`src/hdl/rcss_pkg.sv`:
```
// Constants and types for the relay channel switch sequencer
package rcss_pkg;
   localparam int NUM_SLOTS = 12;
   localparam int NUM_CHANS = 22;
   localparam int FOUR_WIRE_CHANS = 11;
   localparam int SENSE_OFFSET = 11;
   localparam int SLOT_FACTOR = 100;
   localparam int CLK_PERIOD_NS = 10;
   localparam int CYC_PER_MS = 1000000 / CLK_PERIOD_NS;
   localparam int OPEN_SETTLE_MS = 5;
   localparam int CLOSE_SETTLE_MS = 5;
   localparam int SWITCH_TIME_MS = 11;
   localparam int GAP_MS = SWITCH_TIME_MS - OPEN_SETTLE_MS - CLOSE_SETTLE_MS;
   localparam int OPEN_SETTLE_CYC = OPEN_SETTLE_MS * CYC_PER_MS;
   localparam int CLOSE_SETTLE_CYC = CLOSE_SETTLE_MS * CYC_PER_MS;
   localparam int GAP_CYC = GAP_MS * CYC_PER_MS;
   localparam int DELAY_MAX_MS = 9999;
   localparam int DELAY_W = 14;
   localparam int WIDTH_W = 8;
   localparam int NUM_W = 16;
   localparam int SLOT_W = 4;
   localparam int CHAN_W = 5;
   localparam int TMR_W = 32;
   localparam logic [DELAY_W-1:0] DELAY_RESET = 14'h0000;
   typedef enum logic [2:0] {
      RCSS_IDLE,
      RCSS_OPEN,
      RCSS_GAP,
      RCSS_CLOSE,
      RCSS_DELAY
   } rcss_state_t;
endpackage

```
`src/hdl/rcss_tmr_if.sv`:
```
// Start, abort and expiry signals between the sequencer and a timer
`timescale 1ns/10ps
interface rcss_tmr_if;
   import rcss_pkg::*;
   logic start;
   logic abort;
   logic [TMR_W-1:0] load;
   logic expired;
   logic busy;
   modport ctrl (output start, output abort, output load, input expired, input busy);
   modport tmr (input start, input abort, input load, output expired, output busy);
endinterface

```
`src/hdl/rcss_timer.sv`:
```
// Down counter that expires after a loaded number of cycles
`timescale 1ns/10ps
module rcss_timer (
   // Clock and reset
   input wire logic sys_clk,
   input wire logic rst_n_sync,
   input wire logic clk_en,
   // Control
   rcss_tmr_if.tmr t
);
   import rcss_pkg::*;
   typedef struct packed {
      logic [TMR_W-1:0] cnt;
      logic busy;
   } rcss_tmr_st_t;
   rcss_tmr_st_t st_q, st_d;

   assign t.expired = st_q.busy && (st_q.cnt <= TMR_W'(1));
   assign t.busy = st_q.busy;

   always_comb begin
      st_d = st_q;
      if (t.abort) begin
         st_d.busy = 1'b0;
      end else if (t.start) begin
         st_d.busy = 1'b1;
         st_d.cnt = t.load;
      end else if (t.expired) begin
         st_d.busy = 1'b0;
      end else if (st_q.busy) begin
         st_d.cnt = st_q.cnt - TMR_W'(1);
      end
   end

   always_ff @(posedge sys_clk or negedge rst_n_sync) begin
      if (!rst_n_sync) begin
         st_q <= '0;
      end else if (clk_en) begin
         st_q <= st_d;
      end
   end
endmodule

```
`src/hdl/rcss_sequencer.sv`:
```
// Channel switch sequencer: break-before-make relay control and completion pulse
`timescale 1ns/10ps
module rcss_sequencer #(
   parameter int OPEN_CYC = rcss_pkg::OPEN_SETTLE_CYC,
   parameter int GAP_SETTLE_CYC = rcss_pkg::GAP_CYC,
   parameter int CLOSE_CYC = rcss_pkg::CLOSE_SETTLE_CYC,
   parameter int MS_CYC = rcss_pkg::CYC_PER_MS
) (
   // Clock, reset, enable
   input wire logic sys_clk,
   input wire logic rst_b,
   input wire logic clk_en,
   // Channel selection
   input wire logic sel_valid,
   input wire logic [rcss_pkg::NUM_W-1:0] sel_number,
   output logic sel_ready,
   output logic sel_error,
   input wire logic open_all,
   // Configuration
   input wire logic method_wr,
   input wire logic [rcss_pkg::SLOT_W-1:0] method_slot,
   input wire logic method_four_wire,
   input wire logic delay_wr,
   input wire logic [rcss_pkg::SLOT_W-1:0] delay_slot,
   input wire logic [rcss_pkg::DELAY_W-1:0] delay_ms,
   input wire logic [rcss_pkg::WIDTH_W-1:0] pulse_width_ms,
   // Status
   output logic switch_done,
   output logic switch_busy,
   // Relays and routing
   output logic [rcss_pkg::NUM_SLOTS-1:0] bus_relay,
   output logic [rcss_pkg::NUM_SLOTS*rcss_pkg::NUM_CHANS-1:0] chan_relay,
   output logic [rcss_pkg::NUM_SLOTS-1:0] term2_route,
   // External handshake port
   output logic close_pulse
);
   import rcss_pkg::*;

   typedef struct packed {
      rcss_state_t fsm;
      logic [SLOT_W-1:0] cur_slot;
      logic [CHAN_W-1:0] cur_ch;
      logic ch_closed;
      logic bus_closed;
      logic [SLOT_W-1:0] bus_slot;
      logic [SLOT_W-1:0] new_slot;
      logic [CHAN_W-1:0] new_ch;
      logic pend_v;
      logic [SLOT_W-1:0] pend_slot;
      logic [CHAN_W-1:0] pend_ch;
      logic done;
      logic pulse;
      logic err;
      logic [NUM_SLOTS-1:0] four_wire;
      logic [NUM_SLOTS-1:0][DELAY_W-1:0] delay;
   } rcss_st_t;

   rcss_st_t st_q, st_d;
   logic [1:0] rst_sync_q;
   logic rst_n;
   logic [SLOT_W-1:0] dec_slot;
   logic [CHAN_W-1:0] dec_ch;
   logic dec_ok;
   logic take_sel;
   logic [NUM_SLOTS-1:0] slot_any;
   rcss_tmr_if seq_t ();
   rcss_tmr_if pw_t ();

   // Reset release through two flops
   always_ff @(posedge sys_clk or negedge rst_b) begin
      if (!rst_b) begin
         rst_sync_q <= 2'h0;
      end else begin
         rst_sync_q <= {rst_sync_q[0], 1'b1};
      end
   end
   assign rst_n = rst_sync_q[1];

   rcss_timer u_seq_tmr (
      .sys_clk(sys_clk),
      .rst_n_sync(rst_n),
      .clk_en(clk_en),
      .t(seq_t.tmr)
   );
   rcss_timer u_pw_tmr (
      .sys_clk(sys_clk),
      .rst_n_sync(rst_n),
      .clk_en(clk_en),
      .t(pw_t.tmr)
   );

   // Decode slot*100+ch and check range
   always_comb begin
      dec_slot = SLOT_W'(sel_number / NUM_W'(SLOT_FACTOR));
      dec_ch = CHAN_W'(sel_number % NUM_W'(SLOT_FACTOR));
      // Range judged on the full remainder, not on the cut channel field
      dec_ok = (sel_number / NUM_W'(SLOT_FACTOR)) >= NUM_W'(1)
         && (sel_number / NUM_W'(SLOT_FACTOR)) <= NUM_W'(NUM_SLOTS)
         && (sel_number % NUM_W'(SLOT_FACTOR)) >= NUM_W'(1);
      if (dec_ok) begin
         if (st_q.four_wire[dec_slot - SLOT_W'(1)]) begin
            dec_ok = (sel_number % NUM_W'(SLOT_FACTOR)) <= NUM_W'(FOUR_WIRE_CHANS);
         end else begin
            dec_ok = (sel_number % NUM_W'(SLOT_FACTOR)) <= NUM_W'(NUM_CHANS);
         end
      end
   end

   assign sel_ready = !st_q.pend_v;
   assign take_sel = sel_valid && sel_ready && dec_ok;
   assign sel_error = st_q.err;
   assign switch_done = st_q.done;
   assign switch_busy = (st_q.fsm != RCSS_IDLE) || st_q.pend_v;
   assign close_pulse = st_q.pulse;

   // Relay drive from registered state, one slot at a time
   genvar gs, gc;
   generate
      for (gs = 0; gs < NUM_SLOTS; gs++) begin : g_slot
         logic here;
         assign here = st_q.ch_closed && (st_q.cur_slot == SLOT_W'(gs + 1));
         assign bus_relay[gs] = st_q.bus_closed && (st_q.bus_slot == SLOT_W'(gs + 1));
         assign term2_route[gs] = st_q.four_wire[gs];
         for (gc = 0; gc < NUM_CHANS; gc++) begin : g_ch
            assign chan_relay[gs*NUM_CHANS+gc] = here && ((st_q.cur_ch == CHAN_W'(gc + 1))
               || (st_q.four_wire[gs] && st_q.cur_ch + CHAN_W'(SENSE_OFFSET) == CHAN_W'(gc + 1)));
         end
         assign slot_any[gs] = |chan_relay[gs*NUM_CHANS +: NUM_CHANS];
      end
   endgenerate

   always_comb begin
      st_d = st_q;
      st_d.err = sel_valid && sel_ready && !dec_ok;
      seq_t.start = 1'b0;
      seq_t.abort = 1'b0;
      seq_t.load = '0;
      pw_t.start = 1'b0;
      pw_t.abort = 1'b0;
      pw_t.load = TMR_W'(pulse_width_ms == '0 ? 1 : pulse_width_ms) * TMR_W'(MS_CYC);
      if (delay_wr && delay_slot >= SLOT_W'(1) && delay_slot <= SLOT_W'(NUM_SLOTS)
         && delay_ms <= DELAY_W'(DELAY_MAX_MS)) begin
         st_d.delay[delay_slot - SLOT_W'(1)] = delay_ms;
      end
      if (pw_t.expired) begin
         st_d.pulse = 1'b0;
      end
      case (st_q.fsm)
         RCSS_IDLE, RCSS_CLOSE, RCSS_DELAY: begin
            if (st_q.pend_v) begin
               // Restart: open the channel, and the bus relay if the slot changes, before anything new closes
               st_d.pend_v = 1'b0;
               st_d.new_slot = st_q.pend_slot;
               st_d.new_ch = st_q.pend_ch;
               st_d.ch_closed = 1'b0;
               if (st_q.bus_slot != st_q.pend_slot) begin
                  st_d.bus_closed = 1'b0;
               end
               seq_t.abort = 1'b1;
               if (st_q.ch_closed || st_q.bus_closed) begin
                  seq_t.start = 1'b1;
                  seq_t.load = TMR_W'(OPEN_CYC);
                  st_d.fsm = RCSS_OPEN;
               end else begin
                  seq_t.start = 1'b1;
                  seq_t.load = TMR_W'(GAP_SETTLE_CYC);
                  st_d.fsm = RCSS_GAP;
               end
               seq_t.abort = 1'b0;
            end else if (st_q.fsm == RCSS_CLOSE && seq_t.expired) begin
               seq_t.start = 1'b1;
               seq_t.load = TMR_W'(st_q.delay[st_q.cur_slot - SLOT_W'(1)]) * TMR_W'(MS_CYC);
               st_d.fsm = RCSS_DELAY;
            end else if (st_q.fsm == RCSS_DELAY && seq_t.expired) begin
               st_d.done = 1'b1;
               st_d.pulse = 1'b1;
               pw_t.start = 1'b1;
               st_d.fsm = RCSS_IDLE;
            end
         end
         RCSS_OPEN: begin
            if (seq_t.expired) begin
               seq_t.start = 1'b1;
               seq_t.load = TMR_W'(GAP_SETTLE_CYC);
               st_d.fsm = RCSS_GAP;
            end
         end
         RCSS_GAP: begin
            if (seq_t.expired) begin
               st_d.cur_slot = st_q.new_slot;
               st_d.cur_ch = st_q.new_ch;
               st_d.ch_closed = 1'b1;
               st_d.bus_closed = 1'b1;
               st_d.bus_slot = st_q.new_slot;
               seq_t.start = 1'b1;
               seq_t.load = TMR_W'(CLOSE_CYC);
               st_d.fsm = RCSS_CLOSE;
            end
         end
         default: begin
            st_d.fsm = RCSS_IDLE;
         end
      endcase
      // After the case, so a new selection beats a switch finishing in the same cycle
      if (take_sel) begin
         st_d.pend_v = 1'b1;
         st_d.pend_slot = dec_slot;
         st_d.pend_ch = dec_ch;
         st_d.done = 1'b0;
         st_d.pulse = 1'b0;
         pw_t.abort = 1'b1;
      end
      // Opening all or changing a method drops every channel
      if (open_all || (method_wr && method_slot >= SLOT_W'(1) && method_slot <= SLOT_W'(NUM_SLOTS))) begin
         st_d.ch_closed = 1'b0;
         st_d.bus_closed = 1'b0;
         st_d.done = 1'b0;
         st_d.pend_v = take_sel;
         st_d.fsm = RCSS_IDLE;
         seq_t.start = 1'b0;
         seq_t.abort = 1'b1;
      end
      if (method_wr && method_slot >= SLOT_W'(1) && method_slot <= SLOT_W'(NUM_SLOTS)) begin
         st_d.four_wire[method_slot - SLOT_W'(1)] = method_four_wire;
      end
   end

   always_ff @(posedge sys_clk or negedge rst_n) begin
      if (!rst_n) begin
         st_q <= '{fsm: RCSS_IDLE, delay: {NUM_SLOTS{DELAY_RESET}}, default: '0};
      end else if (clk_en) begin
         st_q <= st_d;
      end
   end
endmodule

```
`config.mk`:
```
export PLATFORM = sky130hd
export DESIGN_NAME = rcss_sequencer
export DESIGN_NICKNAME = d
export VERILOG_FILES = /design/src/hdl/rcss_pkg.sv /design/src/hdl/rcss_tmr_if.sv /design/src/hdl/rcss_timer.sv /design/src/hdl/rcss_sequencer.sv
export SDC_FILE = /design/constraint.sdc
export NUM_CORES = 1
export LEC_CHECK = 0
export BUFFER_PORTS_ARGS = -buffer_cell sky130_fd_sc_hd__buf_2
export CORE_MARGIN = 5
export CORE_UTILIZATION = 35
export CTS_BUF_LIST = sky130_fd_sc_hd__clkbuf_8
export DETAILED_ROUTE_END_ITERATION = 10
export PLACE_DENSITY = 0.58
export SLEW_MARGIN = 20
export SYNTH_ARGS = -nofsm -noshare
export SYNTH_HDL_FRONTEND = slang
export SYNTH_SLANG_ARGS = --single-unit
```
`constraint.sdc`:
```
create_clock -name sys_clk -period 16.65 [get_ports sys_clk]
set_input_delay 3.33 -clock sys_clk [delete_from_list [all_inputs] [get_ports sys_clk]]
set_output_delay 3.33 -clock sys_clk [all_outputs]
set_load 0.02 [all_outputs]
```
==> impl_metrics.ini <==
[synthesis]
ys_top_cells_by_area = dfrtp_1, mux2_2, ha_1
synth_top_area_share_pct = 29.2
synth.most_common_cell = a21oi_1
synth-main-ff-cell = dfrtp_1
ys_ff_latch = 284
synth_cell_type_count = 117
yosysSeqAreaShare_pct = 29.2
syn_nets = 3033
synth_largest_area_cell = dfrtp_1
syn-cell-area_um2 = 24300
avgSynthCellArea_um2 = 8.76
synthCells = 2777
synth_edf_count = 0
netlist_top_cells_count = a21oi_1, nor2_1, dfrtp_1
yosysWarnings = 0
synthArstFlopShare_pct = 100

[worst_setup_path]
cp.arrival_ns = 13.54
worstSetupPathType = input port to flop
crit_family = compound AO/OA/AOI/OAI gates
crit_fanout = 31
required_ns = 17.19
critPathMaxStageDelay_ns = 0.88
crit_slowest_cell = nor3_2
critPathLaunchType = input port
crit_buf_inv = 4
end_kind = flop

[clock_tree]
clock_path_buffers = 3
htree_levels = 2
path_clk_slew_ns = 0.06
hold_buffers = 0
cts_buffers = 52
cts_tree = done
post_cts_buffers = 0
clock_sinks = 284
ctsResizeCount = 0
worst_skew_pair.late_latency_ns = 0.64
cts-root-buf = clkbuf_8

[timing]
hold_viol_final = 0
grt_setup_unrepaired = false
period_share_pct = 78.1
setup_slack_ns = 3.65
slew_violations = 0
min_period_ns = 13.00
setup_viol = 0
max_freq_mhz = 76.9
fin_setup_tns_ns = 0
slew_headroom_pct = 21.6
max_slew.worst_pin.slew_ns = 1.17
finClkSkew_ns = 0.0386

[placement]
dp_hpwl_um = 57900
place_ws_ns = 3.12
io_buffers = 346
place.gp.congestion = 0.871

[layout]
multi_input_area_um2 = 15700
syn_to_final_growth_pct = 13.9
post-route-util_pct = 40.3
final_nets = 3249
nFillCells = 6980
seq_area_um2 = 7120
drive_gt1_share_pct = 26.2

[grt]
grt_pass1_wl_um = 125000
grt_max_degree = 163
grt_pass1_vias = 21400
grt_use_total_pct = 20.8
antenna_found_initial = 6
grt-ovfl-total = 0

[die]
die_x_um = 274
rows = 96
ioPinCount = 347
fp.dieH_um = 274
die-area_um2 = 74900
core_area_um2 = 68800
start_util_pct = 35.4

[power]
switching_share_pct = 42.3
p_int_mw = 1.77
power_mw = 3.08
p_per_area_nw_per_um2 = 111
p_seq_share_pct = 27.9
peakVddDrop_mv = 0.101
leakage_nw = 12.8
p_clk_share_pct = 21.2
p_comb_share_pct = 50.8
p_switching_mw = 1.30

[route]
routed_wl_um = 80900
first_pass_iters = 6
ant_nets = 0
drt-initial-drc-count = 1874
wl_per_cell_um = 20.4
dr_total_vias = 21900
viasPerCell = 5.53
drcViolationCount = 0

[min_path]
min_path_type = flop to flop

[run]
maxCapViolCount = 0

[run_status]
status = finished, final reports clean
## worst reg2reg max path, delay by kind of cell (launching register included)
family	cells	cell delay (ns)
adder cells (fa/ha/maj)	7	2.45
multiplexers	2	0.51
flip-flops	1	0.55
AND/OR/NAND/NOR	2	0.21
XOR/XNOR	1	0.15
buffers and inverters	4	0.79
AO/OA/AOI/OAI	20	3.72
## per-stage QoR
stage | instance area [um2] | instances | hold WS, ns
detailed placement | 26700 | 3870 | 0.339
global route | 27700 | 3965 | 0.354
floorplan | 24300 | 2777 | 0.331
global placement | 26700 | 3870 | 0.337
finish | 27700 | 3966 | 0.351
CTS | 27700 | 3962 | 0.353
## logic make-up after synthesis
| logic type | after synthesis | share of synthesized area (%) |
|---|---|---|
| AO/OA/AOI/OAI | 754 | 20.0 |
| XOR/XNOR | 64 | 2.40 |
| adder cells (fa/ha/maj) | 203 | 11.9 |
| buffers and inverters | 389 | 6.54 |
| flip-flops | 284 | 29.2 |
| multiplexers | 272 | 14.7 |
| other | 1 | 0.0154 |
| AND/OR/NAND/NOR | 810 | 15.2 |
## area by class of cell
| class | instances | area share (%) |
|---|---|---|
| clock inverters | 34 | 0.736 |
| well taps | 931 | 4.20 |
| inverters | 160 | 2.17 |
| multi-input cells | 2104 | 56.8 |
| diodes | 4 | 0.0361 |
| clock buffers | 58 | 2.88 |
| repair buffers | 391 | 7.51 |
| flip-flops and latches | 284 | 25.7 |
## path summary, 6_finish.rpt
path | start | slack [ns] | cells after the start | end
setup / recovery | sel_number[15] | 3.65 | 33 | u_pw_tmr.st_q[22]
hold / removal | rst_sync_q[0] | 0.35 | 0 | rst_sync_q[1]
setup reg to reg | st_q[202] | 8.12 | 36 | u_seq_tmr.st_q[31]
hold reg to reg | rst_sync_q[0] | 0.35 | 0 | rst_sync_q[1]
max in group asynchronous | rst_b | 14.06 | 1 | rst_sync_q[1]
min in group asynchronous | rst_sync_q[1] | 0.46 | 0 | st_q[35]
## state kept, by name (all words and copies together) (netlist names)
name,flops
sel_error,1
st_q,201
u_pw_tmr.st_q,32
u_seq_tmr.t.busy,1
term2_route,12
close_pulse,1
u_pw_tmr.t.busy,1
u_seq_tmr.st_q,32
switch_done,1
rst_sync_q,2
## cell usage in the layout, fill, tap and decap left out, types with 13 or more instances in the layout
| cell | count |
|---|---|
| and3_1 | 13 |
| xnor2_1 | 48 |
| mux4_2 | 45 |
| nor2b_1 | 17 |
| a32oi_1 | 15 |
| nor4_1 | 28 |
| clkbuf_8 | 58 |
| a21o_1 | 15 |
| a21oi_1 | 361 |
| o21ai_0 | 106 |
| o21bai_1 | 22 |
| nand2b_1 | 23 |
| mux2_2 | 192 |
| o31ai_1 | 25 |
| or3_1 | 17 |
| nor3_1 | 47 |
| ha_1 | 153 |
| nor2_1 | 284 |
| and2_1 | 14 |
| inv_1 | 180 |
| nand3_1 | 53 |
| fa_1 | 48 |
| dfrtp_1 | 280 |
| buf_2 | 346 |
| buf_4 | 44 |
| mux2i_1 | 26 |
| o41ai_1 | 19 |
| nand2_1 | 232 |
| a211oi_1 | 14 |
## power by group through the flow
| stage | Combinational [mW] | Clock, mW | Sequential (mW) |
|---|---|---|---|
| 2_1_floorplan | 1.25 | 0 | 0.837 |
| 3_3_place_gp | 1.55 | 0 | 0.868 |
| 3_5_place_dp | 1.56 | 0 | 0.869 |
| 4_1_cts | 1.57 | 0.677 | 0.857 |
| 5_1_grt | 1.75 | 0.710 | 0.870 |
| 6_report | 1.56 | 0.653 | 0.859 |
## layer usage
layer	up-vias	routed length [um]	GRT usage, %
met4	0	3420	8.56
met1	10500	34100	26.9
li1	10400	-	-
met5	-	0	0
met3	197	5190	3.16
met2	871	38200	35.0
Power figures use the tool's default switching activity.
